### src/rtl/rac_pkg.sv
/*
  Package for the alarm configuration block: register offsets, field layout,
  reset values, interval codes and the carrier structs.
  Assumes a 32-bit AXI4-Lite register bus and BCD time fields.
*/
package rac_pkg;

  // ----------------------------------------------------------------------
  // Register offsets (byte addresses)
  // ----------------------------------------------------------------------
  localparam logic [7:0] RAC_OFS_CFG    = 8'h00;
  localparam logic [7:0] RAC_OFS_WINDOW = 8'h04;
  localparam logic [7:0] RAC_OFS_STATUS = 8'h08;
  localparam logic [7:0] RAC_OFS_MASK   = 8'h0c;

  // Register select codes
  localparam logic [2:0] RAC_SEL_CFG    = 3'h0;
  localparam logic [2:0] RAC_SEL_WINDOW = 3'h1;
  localparam logic [2:0] RAC_SEL_STATUS = 3'h2;
  localparam logic [2:0] RAC_SEL_MASK   = 3'h3;
  localparam logic [2:0] RAC_SEL_NONE   = 3'h4;

  // ----------------------------------------------------------------------
  // Reset values and implemented bits
  // ----------------------------------------------------------------------
  localparam logic [15:0] RAC_CFG_RESET  = 16'h0000;
  localparam logic [15:0] RAC_VAL_RESET  = 16'h0000;
  localparam logic [0:0]  RAC_STS_RESET  = 1'h0;
  localparam logic [0:0]  RAC_MSK_RESET  = 1'h0;
  localparam logic [15:0] RAC_MASK_MINSEC = 16'h7f7f;
  localparam logic [15:0] RAC_MASK_WDHR   = 16'h073f;
  localparam logic [15:0] RAC_MASK_MTHDY  = 16'h1f3f;

  // Window pointer values
  localparam logic [1:0] RAC_PTR_MINSEC = 2'h0;
  localparam logic [1:0] RAC_PTR_WDHR   = 2'h1;
  localparam logic [1:0] RAC_PTR_MTHDY  = 2'h2;
  localparam logic [1:0] RAC_PTR_NONE   = 2'h3;

  // Repeat counter limits
  localparam logic [7:0] RAC_RPT_ZERO = 8'h00;
  localparam logic [7:0] RAC_RPT_WRAP = 8'hff;

  // ----------------------------------------------------------------------
  // Interval codes
  // ----------------------------------------------------------------------
  localparam logic [3:0] RAC_IVL_HALF_SEC = 4'h0;
  localparam logic [3:0] RAC_IVL_SEC      = 4'h1;
  localparam logic [3:0] RAC_IVL_10SEC    = 4'h2;
  localparam logic [3:0] RAC_IVL_MIN      = 4'h3;
  localparam logic [3:0] RAC_IVL_10MIN    = 4'h4;
  localparam logic [3:0] RAC_IVL_HOUR     = 4'h5;
  localparam logic [3:0] RAC_IVL_DAY      = 4'h6;
  localparam logic [3:0] RAC_IVL_WEEK     = 4'h7;
  localparam logic [3:0] RAC_IVL_MONTH    = 4'h8;
  localparam logic [3:0] RAC_IVL_YEAR     = 4'h9;

  // AXI responses
  localparam logic [1:0] RAC_RESP_OKAY   = 2'h0;
  localparam logic [1:0] RAC_RESP_SLVERR = 2'h2;

  // ----------------------------------------------------------------------
  // Carrier structs
  // ----------------------------------------------------------------------
  typedef struct packed {
    logic       alarm_on;
    logic       repeat_rollover_enable;
    logic [3:0] alarm_interval_select;
    logic [1:0] alarm_window_pointer;
    logic [7:0] alarm_repeat_count;
  } rac_cfg_type;

  typedef struct packed {
    logic [7:0] month;
    logic [7:0] day;
    logic [7:0] weekday;
    logic [7:0] hours;
    logic [7:0] minutes;
    logic [7:0] seconds;
  } rac_time_type;

endpackage

### src/rtl/rac_match.sv
/*
  Alarm compare: decides whether the current time tick matches the
  programmed alarm under the selected interval.
  Assumes time and alarm values in BCD; purely combinational.
*/
`timescale 1ns/1ps
module rac_match (
  input  wire logic               half_tick,
  input  wire logic               second_start,
  input  wire logic [3:0]         interval,
  input  wire rac_pkg::rac_time_type now,
  input  wire rac_pkg::rac_time_type alarm,
  output logic                    hit
);
  import rac_pkg::*;

  logic sec_ok;
  logic min_ok;
  logic hr_ok;
  logic new_sec;

  // ----------------------------------------------------------------------
  // Field compares
  // ----------------------------------------------------------------------
  assign new_sec = half_tick && second_start;
  assign sec_ok  = (now.seconds == alarm.seconds);
  assign min_ok  = (now.minutes == alarm.minutes) && sec_ok;
  assign hr_ok   = (now.hours == alarm.hours) && min_ok;

  // Interval selects which fields must agree
  always_comb begin
    unique case (interval)
      RAC_IVL_HALF_SEC: hit = half_tick;
      RAC_IVL_SEC:      hit = new_sec;
      RAC_IVL_10SEC:    hit = new_sec && (now.seconds[3:0] == alarm.seconds[3:0]);
      RAC_IVL_MIN:      hit = new_sec && sec_ok;
      RAC_IVL_10MIN:    hit = new_sec && sec_ok
                              && (now.minutes[3:0] == alarm.minutes[3:0]);
      RAC_IVL_HOUR:     hit = new_sec && min_ok;
      RAC_IVL_DAY:      hit = new_sec && hr_ok;
      RAC_IVL_WEEK:     hit = new_sec && hr_ok && (now.weekday == alarm.weekday);
      RAC_IVL_MONTH:    hit = new_sec && hr_ok && (now.day == alarm.day);
      // A 29 February date only exists in leap years: once in four years
      RAC_IVL_YEAR:     hit = new_sec && hr_ok && (now.day == alarm.day)
                              && (now.month == alarm.month);
      default:          hit = 1'b0;
    endcase
  end

endmodule

### src/rtl/rac_top.sv
/*
  Alarm configuration and repeat control with AXI4-Lite register access,
  alarm value window, repeat counter and a maskable interrupt.
  Assumes the time counter runs on aclk and supplies BCD time, a one-cycle
  half-second tick and a flag marking ticks that begin a new second.
*/
`timescale 1ns/1ps
module rac_top (
  input  wire logic                  aclk,
  input  wire logic                  aresetn,
  input  wire logic                  clk_en,
  // AXI4-Lite slave
  input  wire logic [7:0]            s_axi_awaddr,
  input  wire logic                  s_axi_awvalid,
  output logic                       s_axi_awready,
  input  wire logic [31:0]           s_axi_wdata,
  input  wire logic [3:0]            s_axi_wstrb,
  input  wire logic                  s_axi_wvalid,
  output logic                       s_axi_wready,
  output logic [1:0]                 s_axi_bresp,
  output logic                       s_axi_bvalid,
  input  wire logic                  s_axi_bready,
  input  wire logic [7:0]            s_axi_araddr,
  input  wire logic                  s_axi_arvalid,
  output logic                       s_axi_arready,
  output logic [31:0]                s_axi_rdata,
  output logic [1:0]                 s_axi_rresp,
  output logic                       s_axi_rvalid,
  input  wire logic                  s_axi_rready,
  // Time counter side
  input  wire logic                  half_tick,
  input  wire logic                  second_start,
  input  wire rac_pkg::rac_time_type now,
  // Alarm outputs
  output logic                       alarm_pulse,
  output logic                       irq
);
  import rac_pkg::*;

  // ----------------------------------------------------------------------
  // Helpers
  // ----------------------------------------------------------------------
  function automatic logic [2:0] rac_decode(input logic [7:0] addr);
    unique case (addr)
      RAC_OFS_CFG:    rac_decode = RAC_SEL_CFG;
      RAC_OFS_WINDOW: rac_decode = RAC_SEL_WINDOW;
      RAC_OFS_STATUS: rac_decode = RAC_SEL_STATUS;
      RAC_OFS_MASK:   rac_decode = RAC_SEL_MASK;
      default:        rac_decode = RAC_SEL_NONE;
    endcase
  endfunction

  function automatic logic [15:0] rac_val_mask(input logic [1:0] ptr);
    unique case (ptr)
      RAC_PTR_MINSEC: rac_val_mask = RAC_MASK_MINSEC;
      RAC_PTR_WDHR:   rac_val_mask = RAC_MASK_WDHR;
      RAC_PTR_MTHDY:  rac_val_mask = RAC_MASK_MTHDY;
      default:        rac_val_mask = 16'h0000;
    endcase
  endfunction

  // ----------------------------------------------------------------------
  // State
  // ----------------------------------------------------------------------
  rac_cfg_type  cfg_q,   cfg_d;
  logic [15:0]  vals_q [3];
  logic [15:0]  vals_d [3];
  logic         sts_q,   sts_d;
  logic         msk_q,   msk_d;
  logic         bvalid_q, bvalid_d;
  logic [1:0]   bresp_q, bresp_d;
  logic         rvalid_q, rvalid_d;
  logic [1:0]   rresp_q, rresp_d;
  logic [31:0]  rdata_q, rdata_d;
  logic         pulse_q, pulse_d;

  logic         wr_go;
  logic         rd_go;
  logic [2:0]   wr_sel;
  logic [2:0]   rd_sel;
  logic         hit;
  logic         alarm_event;
  logic [15:0]  window_val;
  logic [15:0]  val_mask;
  rac_time_type alarm_time;

  // ----------------------------------------------------------------------
  // Bus handshakes
  // ----------------------------------------------------------------------
  // Address and data are taken together, one write and one read at a time
  assign wr_go         = clk_en && s_axi_awvalid && s_axi_wvalid && !bvalid_q;
  assign rd_go         = clk_en && s_axi_arvalid && !rvalid_q;
  assign s_axi_awready = wr_go;
  assign s_axi_wready  = wr_go;
  assign s_axi_arready = rd_go;
  assign s_axi_bvalid  = bvalid_q;
  assign s_axi_bresp   = bresp_q;
  assign s_axi_rvalid  = rvalid_q;
  assign s_axi_rresp   = rresp_q;
  assign s_axi_rdata   = rdata_q;
  assign wr_sel        = rac_decode(s_axi_awaddr);
  assign rd_sel        = rac_decode(s_axi_araddr);
  assign alarm_pulse   = pulse_q;
  assign irq           = sts_q && msk_q;

  // ----------------------------------------------------------------------
  // Alarm match
  // ----------------------------------------------------------------------
  // Alarm values laid out as the time struct for the compare
  assign alarm_time.month   = {3'h0, vals_q[RAC_PTR_MTHDY][12:8]};
  assign alarm_time.day     = {2'h0, vals_q[RAC_PTR_MTHDY][5:0]};
  assign alarm_time.weekday = {5'h00, vals_q[RAC_PTR_WDHR][10:8]};
  assign alarm_time.hours   = {2'h0, vals_q[RAC_PTR_WDHR][5:0]};
  assign alarm_time.minutes = {1'h0, vals_q[RAC_PTR_MINSEC][14:8]};
  assign alarm_time.seconds = {1'h0, vals_q[RAC_PTR_MINSEC][6:0]};

  rac_match u_match (
    .half_tick    (half_tick),
    .second_start (second_start),
    .interval     (cfg_q.alarm_interval_select),
    .now          (now),
    .alarm        (alarm_time),
    .hit          (hit)
  );

  assign alarm_event = clk_en && cfg_q.alarm_on && hit;

  // Implemented bits of the pair at the pointer
  assign val_mask = rac_val_mask(cfg_q.alarm_window_pointer);

  // Window contents at the current pointer
  always_comb begin
    if (cfg_q.alarm_window_pointer == RAC_PTR_NONE) begin
      window_val = 16'h0000;
    end else begin
      window_val = vals_q[cfg_q.alarm_window_pointer];
    end
  end

  // ----------------------------------------------------------------------
  // Next-state logic for registers and bus answers
  // ----------------------------------------------------------------------
  always_comb begin
    cfg_d    = cfg_q;
    vals_d   = vals_q;
    sts_d    = sts_q;
    msk_d    = msk_q;
    bvalid_d = bvalid_q;
    bresp_d  = bresp_q;
    rvalid_d = rvalid_q;
    rresp_d  = rresp_q;
    rdata_d  = rdata_q;
    pulse_d  = alarm_event;

    // Repeat handling on each alarm event
    if (alarm_event) begin
      if (cfg_q.alarm_repeat_count == RAC_RPT_ZERO) begin
        if (cfg_q.repeat_rollover_enable) begin
          cfg_d.alarm_repeat_count = RAC_RPT_WRAP;
        end else begin
          cfg_d.alarm_on = 1'b0;
        end
      end else begin
        cfg_d.alarm_repeat_count = cfg_q.alarm_repeat_count - 8'h01;
      end
    end

    // Response channels close on their handshake
    if (bvalid_q && s_axi_bready && clk_en) begin
      bvalid_d = 1'b0;
    end
    if (rvalid_q && s_axi_rready && clk_en) begin
      rvalid_d = 1'b0;
    end

    // Register writes, software CFG bytes override the event update
    if (wr_go) begin
      bvalid_d = 1'b1;
      bresp_d  = (wr_sel == RAC_SEL_NONE) ? RAC_RESP_SLVERR : RAC_RESP_OKAY;
      unique case (wr_sel)
        RAC_SEL_CFG: begin
          if (s_axi_wstrb[0]) begin
            cfg_d.alarm_repeat_count = s_axi_wdata[7:0];
          end
          if (s_axi_wstrb[1]) begin
            cfg_d.alarm_on               = s_axi_wdata[15];
            cfg_d.repeat_rollover_enable = s_axi_wdata[14];
            cfg_d.alarm_interval_select  = s_axi_wdata[13:10];
            cfg_d.alarm_window_pointer   = s_axi_wdata[9:8];
          end
        end
        RAC_SEL_WINDOW: begin
          if (cfg_q.alarm_window_pointer != RAC_PTR_NONE) begin
            if (s_axi_wstrb[0]) begin
              vals_d[cfg_q.alarm_window_pointer][7:0] = s_axi_wdata[7:0]
                & val_mask[7:0];
            end
            if (s_axi_wstrb[1]) begin
              vals_d[cfg_q.alarm_window_pointer][15:8] = s_axi_wdata[15:8]
                & val_mask[15:8];
            end
          end
          if (s_axi_wstrb[1] && cfg_q.alarm_window_pointer != RAC_PTR_MINSEC) begin
            cfg_d.alarm_window_pointer = cfg_q.alarm_window_pointer - 2'h1;
          end
        end
        RAC_SEL_STATUS: begin
          if (s_axi_wstrb[0] && s_axi_wdata[0]) begin
            sts_d = 1'b0;
          end
        end
        RAC_SEL_MASK: begin
          if (s_axi_wstrb[0]) begin
            msk_d = s_axi_wdata[0];
          end
        end
        default: begin
        end
      endcase
    end

    // Register reads; a window read also steps the pointer down, holding at MINSEC
    if (rd_go) begin
      rvalid_d = 1'b1;
      rresp_d  = (rd_sel == RAC_SEL_NONE) ? RAC_RESP_SLVERR : RAC_RESP_OKAY;
      unique case (rd_sel)
        RAC_SEL_CFG:    rdata_d = {16'h0000, cfg_q};
        RAC_SEL_WINDOW: begin
          rdata_d = {16'h0000, window_val};
          if (cfg_q.alarm_window_pointer != RAC_PTR_MINSEC &&
              !(wr_go && wr_sel == RAC_SEL_WINDOW && s_axi_wstrb[1])) begin
            cfg_d.alarm_window_pointer = cfg_q.alarm_window_pointer - 2'h1;
          end
        end
        RAC_SEL_STATUS: rdata_d = {31'h00000000, sts_q};
        RAC_SEL_MASK:   rdata_d = {31'h00000000, msk_q};
        default:        rdata_d = 32'h00000000;
      endcase
    end

    // Event sets the sticky flag, winning over a clear
    if (alarm_event) begin
      sts_d = 1'b1;
    end
  end

  // ----------------------------------------------------------------------
  // Registers
  // ----------------------------------------------------------------------
  always_ff @(posedge aclk) begin
    if (!aresetn) begin
      cfg_q    <= RAC_CFG_RESET;
      vals_q   <= '{RAC_VAL_RESET, RAC_VAL_RESET, RAC_VAL_RESET};
      sts_q    <= RAC_STS_RESET;
      msk_q    <= RAC_MSK_RESET;
      bvalid_q <= 1'b0;
      bresp_q  <= RAC_RESP_OKAY;
      rvalid_q <= 1'b0;
      rresp_q  <= RAC_RESP_OKAY;
      rdata_q  <= 32'h00000000;
      pulse_q  <= 1'b0;
    end else if (clk_en) begin
      cfg_q    <= cfg_d;
      vals_q   <= vals_d;
      sts_q    <= sts_d;
      msk_q    <= msk_d;
      bvalid_q <= bvalid_d;
      bresp_q  <= bresp_d;
      rvalid_q <= rvalid_d;
      rresp_q  <= rresp_d;
      rdata_q  <= rdata_d;
      pulse_q  <= pulse_d;
    end
  end

endmodule

### config.mk
export PLATFORM = sky130hd
export DESIGN_NAME = rac_top
export DESIGN_NICKNAME = d
export VERILOG_FILES = /design/src/rtl/rac_pkg.sv /design/src/rtl/rac_match.sv /design/src/rtl/rac_top.sv
export SDC_FILE = /design/constraint.sdc
export NUM_CORES = 1
export LEC_CHECK = 0
export ABC_CLOCK_PERIOD_IN_PS = 3700
export BUFFER_PORTS_ARGS = -buffer_cell sky130_fd_sc_hd__buf_2
export CAP_MARGIN = 10
export CORE_ASPECT_RATIO = 0.7
export CORE_MARGIN = 5
export CORE_UTILIZATION = 45
export DETAILED_ROUTE_END_ITERATION = 10
export GPL_ROUTABILITY_DRIVEN = 0
export HOLD_SLACK_MARGIN = 0.12
export PLACE_DENSITY_LB_ADDON = 0.12
export SLEW_MARGIN = 20
export SYNTH_ARGS = -nofsm -noshare
export SYNTH_HDL_FRONTEND = slang
export SYNTH_HIERARCHICAL = 1
export SYNTH_SLANG_ARGS = --single-unit
export TNS_END_PERCENT = 100
### constraint.sdc
create_clock -name aclk -period 3.7 [get_ports aclk]
set_input_delay 0.555 -clock aclk [delete_from_list [all_inputs] [get_ports aclk]]
set_output_delay 0.555 -clock aclk [all_outputs]
set_load 0.03 [all_outputs]
# After elaboration in Yosys (flattened, before gate mapping)
# Index checks and enable logic that the tools add are counted.
# op_classes
n_addsub,2
n_mul,0
div,0
order_cmp,2
eq_ne,35
shift,0
muxes,46
bitwise_logic,3
reduce_logical,53
# ops
operator,n
$mux 48,5
$bwmux 48,2
$mux 16,5
$demux 16 s2,2
$pmux 16 s4,1
$mux 8,7
$pmux 15 s3,1
$bmux 16 s2,1
$eq 8x4->1 const B,4
$logic_and 1x1->1,29
$logic_not 8->1,3
$pmux 3 s4,2
$and 8x8->8,2
$eq 4x3->1 const B,4
$eq 8x3->1 const B,2
$eq 8x6->1,2
$eq 8x7->1,2
$reduce_and 4->1,4
$eq 3x2->1 const B,4
$mux 2,6
$reduce_bool 2->1,6
$mux 1,11
$pmux 1 s10,1
$eq 4x2->1 const B,2
other kinds (22),33
# word_totals
regBits,105
latch_bits,0
ramBits,0
mem_bits_ro,0
inputBits,110
wordCells,157
memories,0

# Depth between registers and ports, before layout
# Gate-level depths: netlist of the first run.
# logic_depth
ltp_word,15
mapped_depth,11
ltp_nobuf,11

# By module
# The synthesis of the first run kept the hierarchy.
# by_module_without_submodules
mod,instances,cells_each,area_each_um2,seq_area_each_um2
rac_top,1,501,4220.3,1621.6
rac_match,1,84,631.9,0.0

# Worst setup path after synthesis of the first run
# OpenSTA, ideal clock, no wires.
# synth_path
path_type,input to register
from,input now[30] (netlist bit)
to,register cfg_q[4] (netlist bit)
t_arrival_ns,2.666
required_time_ns,3.614
slack_ns,0.949
stages,11
path_cell_list,xor2_1 -> nor4_1 -> a211oi_1 -> nor4b_1 -> a31oi_1 -> o41ai_2 -> and3_1 -> nand2_1 -> o41ai_1 -> o22ai_1 -> a211oi_1
# synth_between
elab_chain_len,8
# synth_lines
element,line,source
"start, declared",rac_top.sv:33,"input wire rac_pkg::rac_time_type now,"
$eq 8x3->1 (*),rac_match.sv:41,RAC_IVL_WEEK: hit = new_sec && hr_ok && (now.weekday == alarm.weekday);
$logic_and 1x1->1 (*),rac_match.sv:41,
$pmux 1 s10 (*),rac_match.sv:32,unique case (interval)
net hit,rac_top.sv:81,logic hit;
$logic_and 1x1->1 (*),rac_top.sv:126,assign alarm_event = clk_en && cfg_q.alarm_on && hit;
$mux 8 (*),rac_top.sv:156,if (alarm_event) begin
$mux 8,rac_top.sv:182,if (s_axi_wstrb[0]) begin
$mux 8,rac_top.sv:180,unique case (wr_sel)
$mux 16 (*),rac_top.sv:177,if (wr_go) begin
"end signal, assigned",rac_top.sv:263,cfg_q <= cfg_d;
"end, declared",rac_top.sv:65,"rac_cfg_type cfg_q, cfg_d;"
# Mark *: on every way through the listed nets, which the timed path passes. The rest lies on a longest branch.
# A chain may end at the register's enable or synchronous reset.

# Worst setup path in the final report of the first run
# layout_path
from,register vals_q (netlist bit alarm_time[25])
to,register cfg_q[4] (netlist bit)
# layout_between
elab_chain_len,8
# layout_lines
element,line,source
"start, declared",rac_top.sv:66,logic [15:0] vals_q [3];
"start signal, assigned",rac_top.sv:253,"vals_q <= '{RAC_VAL_RESET, RAC_VAL_RESET, RAC_VAL_RESET};"
"start signal, assigned",rac_top.sv:264,vals_q <= vals_d;
$eq 8x3->1 (*),rac_match.sv:41,
$logic_and 1x1->1 (*),rac_match.sv:41,
$pmux 1 s10 (*),rac_match.sv:32,
net hit,rac_top.sv:81,
$logic_and 1x1->1 (*),rac_top.sv:126,
$mux 8 (*),rac_top.sv:156,
$mux 8,rac_top.sv:182,
$mux 8,rac_top.sv:180,
$mux 16 (*),rac_top.sv:177,
# Marked as above.

==> qor.yml, run 1 <==
clock_network:
  path_clk_slew_ns: 0.06
  clock_latency_ns: 0.33
  cts_tree: "done"
  cts_max_path_buffers: 2
  root_buffer: "clkbuf_16"
  cts_resized: 0
  cts_hold_buf: 0
  post_cts_buffers: 0
  clock-sinks: 81
  cts_htree_levels: 3
  cts_made_buffers: 9
worst_setup_path:
  cp.depth: 12
  critPathMaxStageDelay_ns: 0.50
  slowest_stage: "o41ai_2"
  crit_buf_inv: 1
  cp_max_fo: 6
  critPathLaunchType: "flop"
  endpoint_kind: "flop"
  crit_family: "compound AO/OA/AOI/OAI gates"
  crit_top_cell: "a211oi_1"
  crit_type: "flop to flop"
  critPathArrivalTime_ns: 3.51
  r2r_cells: 12
  cp.required_ns: 3.94
  cp_cell_sequence: "xor2_1, nor4_1, buf_4, a211oi_1, nor4b_1, a31oi_1, o41ai_2, and3_1, nand2_1, o41ai_1, o22ai_1, a211oi_1"
yosys:
  synth_edf_count: 0
  synth.largest_area_cell: "dfxtp_1"
  synthCells: 585
  synth.distinct_cells: 58
  synth_ff_type: "dfxtp_1"
  syn-cell-area_mm2: 0.004852
  ys_ff_latch: 81
  syn_avg_cell_area_um2: 8.294
  ys.warnings.count: 6
  yosysTopAreaCellShare_pct: 33.42
  synthTopCellsByArea: "dfxtp_1 33%, mux2i_1 9.1%, nand2_1 6.7%"
  synthTopCellsByCount: "86 x nand2_1, 81 x dfxtp_1, 44 x mux2i_1"
  synth_seq_area_share_pct: 33.42
  synthArstFlopShare_pct: 0
  yosysMostFrequentCell: "nand2_1"
cells_and_area:
  fin_nets: 814
  syn_to_final_growth_pct: 19.24
  n_antenna_cell: 0
  drive_gt1_share_pct: 23.76
  fillers: 1011
  fin_cells: 835
power:
  ir_worst_vdd_v: 0.0002243
  p_per_area_mw_per_mm2: 346.1
  cellLeakagePower_nw: 2.188
  p_comb_share_pct: 11.1
  p_total_mw: 2.002
  p_seq_share_pct: 44.1
  p_sw_share_pct: 24.46
  power_switching_mw: 0.4897
  pwr-share-clk_pct: 44.8
  p_int_mw: 1.513
place:
  dp_cells: 820
  place_hpwl_um: 10750
  port_buffers: 116
floorplanning:
  die_x_um: 134.1
  design.core.area_mm2: 0.01043
  rows: 31
  initial_core_util_pct: 46.50
  die-area_mm2: 0.01299
  dieHeight_um: 96.88
  io_pins: 153
sta:
  final-hold-violation-count: 0
  relSlewSlack_pct: 32.18
  final_max_slew_viol_count: 0
  fmax_ghz: 0.3054
  tns_ns: 0
  finalSetupViolCount: 0
  finalCritPeriodShare_pct: 88.50
  hold_ws_ns: 0.4478
  finClkSkew_ns: 0.005049
  rsz0062_at_grt: "false"
  worst_pin_slew_ns: 1.014
  min_period_ns: 3.274
global_routing:
  grt_usage_pct: 21.09
  grt_pass1_vias: 4341
  grt_max_degree: 76
  grt_pass1_wl_um: 22200
  grt_overflow: 0
  antenna_found_initial: 0
job:
  drv_cap: 0
min_path:
  whs_path_depth: 2
  hold_path.class: "flop to flop"
route:
  post_drt_via_cell_ratio: 5.459
  wl_um: 13940
  ant_nets: 0
  drc: 0
  dr.pass1.iters: 5
  wl_per_cell_um: 16.70
  drtIter0Drc: 369
  via_count: 4558
status:
  status: "complete, no violations"
[final timing paths]
kind | endpoint | start | slack, ns
worst max-delay path | cfg_q[4] | alarm_time[25] | 0.43
worst min-delay path | s_axi_rdata[6] | s_axi_rdata[6] | 0.45
worst max register to register | cfg_q[4] | alarm_time[25] | 0.43
worst min register to register | s_axi_rdata[6] | s_axi_rdata[6] | 0.45
[area by class of cell]
class | instances | area (um^2) | area share (%)
well taps | 132 | 165.2 | 2.855
clock buffers | 12 | 256.5 | 4.433
multi-input cells | 470 | 3009 | 52.01
flip-flops and latches | 81 | 1622 | 28.03
repair buffers | 125 | 648.1 | 11.20
clock inverters | 3 | 40.04 | 0.6920
inverters | 12 | 45.04 | 0.7785
[layout by cell type (no fill, tap or decap), drive strengths merged, types with 2 or more instances in the layout]
| cell type | synthesis | final |
|---|---|---|
| nor2b | 3 | 3 |
| nand4 | 12 | 12 |
| o41ai | 2 | 2 |
| mux2i | 44 | 44 |
| dfxtp | 81 | 81 |
| nand2b | 3 | 3 |
| nand2 | 87 | 87 |
| a31oi | 5 | 5 |
| o22ai | 10 | 10 |
| buf | 33 | 125 |
| clkbuf | 20 | 12 |
| xor2 | 15 | 15 |
| a21oi | 17 | 17 |
| o21ai | 50 | 50 |
| nand3b | 7 | 7 |
| o21a | 3 | 3 |
| nor3b | 3 | 3 |
| o221ai | 2 | 2 |
| nor3 | 12 | 12 |
| a22oi | 14 | 14 |
| ha | 5 | 5 |
| nor4 | 10 | 10 |
| mux2 | 2 | 2 |
| or3 | 3 | 3 |
| a211oi | 7 | 7 |
| xnor2 | 34 | 34 |
| and2 | 3 | 3 |
| and3 | 3 | 3 |
| nand3 | 39 | 39 |
| nor2 | 29 | 29 |
| nor4b | 3 | 3 |
| clkinv | 0 | 2 |
| a211o | 2 | 2 |
| inv | 12 | 12 |
| conb | 1 | 32 |
[stage by stage]
step	util (%)	worst slack, ns	instance area, um^2
2_1_floorplan	-	0.9487	4969
3_3_place_gp	52.61	0.3983	5489
3_5_place_dp	52.61	0.1972	5489
4_1_cts	55.45	0.4964	5786
5_1_grt	55.45	0.2095	5786
6_report	55.45	0.4255	5786
[flip-flops by register name, indices dropped and copies added, names as in the netlist, 8 cells and up]
name / flops
s_axi_rdata: 16
cfg_q: 16
alarm_time: 34
vals_q: 8
[layer usage]
metal  GRT usage [%]  wire length, um
met1           30.00             6548
met2           32.75             6265
met3           4.876             1018
met4           4.147              110
met5               0                0
[cells by family (layout without fill, tap and decap cells)]
kind of cell             after synthesis  in the layout  share of synthesized area [%]
AO/OA/AOI/OAI                        118            118                          15.42
XOR/XNOR                              49             49                          8.845
adder cells (fa/ha/maj)                5              5                          1.289
buffers and inverters                 65            152                          6.962
flip-flops                            81             81                          33.42
multiplexers                          46             46                          9.541
other                                  1             32                        0.07729
AND/OR/NAND/NOR                      220            220                          24.45
[tightest hold or removal path, stage by stage (launching register included)]
cell	delay, ns
dfxtp_1	0.30
nand2_1	0.05
o21ai_1	0.05
[power by group through the flow]
| stage | Clock (mW) | Combinational, mW | Sequential [mW] |
|---|---|---|---|
| 2_1_floorplan | 0 | 0.143 | 0.903 |
| 3_3_place_gp | 0 | 0.218 | 0.901 |
| 3_5_place_dp | 0 | 0.222 | 0.901 |
| 4_1_cts | 0.915 | 0.223 | 0.882 |
| 5_1_grt | 0.945 | 0.243 | 0.883 |
| 6_report | 0.897 | 0.223 | 0.882 |
(Power assumes the default switching activity.)
==> run 2, diff against run 1 <==
--- a/config.mk
+++ b/config.mk
@@ -8,11 +8,12 @@
 export ABC_CLOCK_PERIOD_IN_PS = 3700
 export BUFFER_PORTS_ARGS = -buffer_cell sky130_fd_sc_hd__buf_2
 export CAP_MARGIN = 10
-export CORE_ASPECT_RATIO = 0.7
+export CORE_ASPECT_RATIO = 1.5
 export CORE_MARGIN = 5
 export CORE_UTILIZATION = 45
 export DETAILED_ROUTE_END_ITERATION = 10
 export GPL_ROUTABILITY_DRIVEN = 0
+export GPL_TIMING_DRIVEN = 0
 export HOLD_SLACK_MARGIN = 0.12
 export PLACE_DENSITY_LB_ADDON = 0.12
 export SLEW_MARGIN = 20
==> run 2 against run 1 <==
Compared with the run above:
- sequential power hardly changed
- sequential share of layout area is 1.3 points lower
- count of clock-buffer cells in the layout is 2 lower
- worst hold slack worse by 0.00067 ns
- non-clock buffer count is 43 higher
- first-iteration DRC count is 45% lower
- clock skew is 0.0021 ns higher
- die area hardly changed
- clock power is 9.3% higher
- setup slack worse by 0.17 ns
- critical path depth is 1 lower
- core utilization is 1.8 points higher
- critical endpoint unchanged
==> qor.yml, run 2 (synthesis gave the netlist of run 1 again) <==
global_routing:
  grt_max_degree: 15
  grt_usage_pct: 23.60
  grt_pass1_vias: 4589
  grt_overflow: 0
  grt_pass1_wl_um: 23490
  antenna_found_initial: 0
sta:
  finalSetupViolCount: 0
  finClkSkew_ns: 0.007139
  final_max_slew_viol_count: 0
  finalCritPeriodShare_pct: 92.96
  tns_ns: 0
  relSlewSlack_pct: 47.87
  worst_pin_slew_ns: 0.7761
  rsz0062_at_grt: "false"
  min_period_ns: 3.440
  final-hold-violation-count: 0
  fmax_ghz: 0.2907
power:
  p_int_mw: 1.584
  p_seq_share_pct: 41.7
  pwr-share-clk_pct: 46.5
  p_per_area_mw_per_mm2: 348.0
  p_comb_share_pct: 11.8
  p_sw_share_pct: 24.90
  power_switching_mw: 0.5250
  ir_worst_vdd_v: 0.0002388
  cellLeakagePower_nw: 2.328
worst_setup_path:
  critPathMaxStageDelay_ns: 0.61
  crit_top_cell: "a211oi_1"
  cp_cell_sequence: "xor2_1, nor4_1, a211oi_1, nor4b_1, a31oi_1, o41ai_2, and3_1, nand2_1, o41ai_1, o22ai_1, a211oi_1"
  cp.required_ns: 3.96
  cp_max_fo: 6
  endpoint_kind: "flop"
  crit_buf_inv: 0
  slowest_stage: "o41ai_2"
  rr_startpoint: "alarm_time[25]"
  crit_type: "flop to flop"
  critPathLaunchType: "flop"
  critPathArrivalTime_ns: 3.69
  r2r_cells: 11
  worstReg2RegEnd: "cfg_q[4]"
  crit_family: "compound AO/OA/AOI/OAI gates"
  ff2ff_setup_slack_ns: 0.26
floorplanning:
  design.core.area_mm2: 0.01059
  rows: 46
  dieHeight_um: 137.2
  die_x_um: 94.79
  initial_core_util_pct: 45.82
  io_pins: 153
  die-area_mm2: 0.01300
cells_and_area:
  largest_reg_flops: 34
  n_antenna_cell: 0
  fin_cells: 891
  final_common_cell: "buf_2"
  drive_gt1_share_pct: 25.44
  layout_common_cells: "124 x buf_2, 86 x nand2_1, 81 x dfxtp_1, 44 x mux2i_1, 40 x o21ai_0"
  fin_nets: 857
  fillers: 1057
  syn_to_final_growth_pct: 24.88
  fin_util_pct: 57.22
clock_network:
  cts_made_buffers: 9
  clock-sinks: 81
  clock_latency_ns: 0.34
  cts_htree_levels: 3
  path_clk_slew_ns: 0.06
  root_buffer: "clkbuf_16"
  cts_tree: "done"
  cts_max_path_buffers: 2
  post_cts_buffers: 0
min_path:
  whs_path_depth: 2
  hold_path.class: "flop to flop"
  worstHoldStart: "s_axi_rdata[8]"
  hold_path_end: "s_axi_rdata[8]"
route:
  ant_nets: 0
  wl_per_cell_um: 17.01
  post_drt_via_cell_ratio: 5.281
  drtIter0Drc: 202
  dr.pass1.iters: 5
  wl_um: 15160
  drc: 0
  via_count: 4705
place:
  dp_cells: 875
  place_hpwl_um: 12140
  port_buffers: 115
job:
  drv_cap: 0
status:
  status: "complete, no violations"
[run 2: cell count changes in the layout (fill, tap and decap cells not counted), sizes merged]
cell,before,now
buf,125,148
bufinv,1,2
clkbuf,12,30
clkinv,2,1
clkinvlp,0,3
[run 2: what timing repair did]
action	CTS	global route
setup endpoints to repair	0	1
hold buffers	0	0
resized for setup	0	1
[run 2: worst min-delay path, cell delays in order, from the launching register on]
cell	delay [ns]
dfxtp_1	0.32
nand2_1	0.04
o21ai_0	0.05
[run 2: worst max path at each step]
stage / start / end / slack (ns) / depth (start not counted)
6_report: alarm_time[25] / cfg_q[4] / 0.26 / 11
3_5_place_dp: now[30] / cfg_q[3] / -0.08 / 12
4_1_cts: alarm_time[25] / cfg_q[3] / 0.18 / 11
3_3_place_gp: now[30] / cfg_q[3] / -0.08 / 12
2_1_floorplan: now[30] / cfg_q[4] / 0.95 / 11
5_1_grt: alarm_time[25] / cfg_q[4] / 0.02 / 11
[run 2: power groups by stage]
stage	sequential, mW	clock (mW)	combinational, mW
finish	0.879	0.980	0.249
global route	0.879	1.04	0.271
CTS	0.879	0.995	0.249
detailed placement	0.899	0	0.248
global placement	0.898	0	0.245
floorplan	0.903	0	0.143
[run 2: layout make-up]
class,instances,area [um^2],area share [%]
Inverter,12,45.04,0.7433
Clock buffer,10,239.0,3.944
Buffer,53,292.8,4.832
Tap cell,144,180.2,2.973
Sequential cell,81,1622,26.76
Clock inverter,6,91.34,1.507
Multi-Input combinational cell,470,3014,49.74
Timing Repair Buffer,115,575.6,9.498
[run 2: per-stage QoR]
step                      power [mW]  cell area [um^2]  worst slack [ns]  hold slack, ns
after floorplan                1.047              4969            0.9487          0.4344
after global routing           2.188              6060           0.01781          0.4743
final                          2.109              6060            0.2604          0.4471
after CTS                      2.122              6055            0.1805          0.4488
after detailed placement       1.146              5724          -0.08245          0.4413
after global placement         1.143              5724          -0.07841          0.4396
[run 2: metal layers]
layer	vias to the layer above	track usage, %	share of wire [%]
met1	2166	26.92	39
li1	2333	-	-
met4	0	10.19	3.4
met5	-	0	0
met3	33	3.989	5.7
met2	173	42.64	52
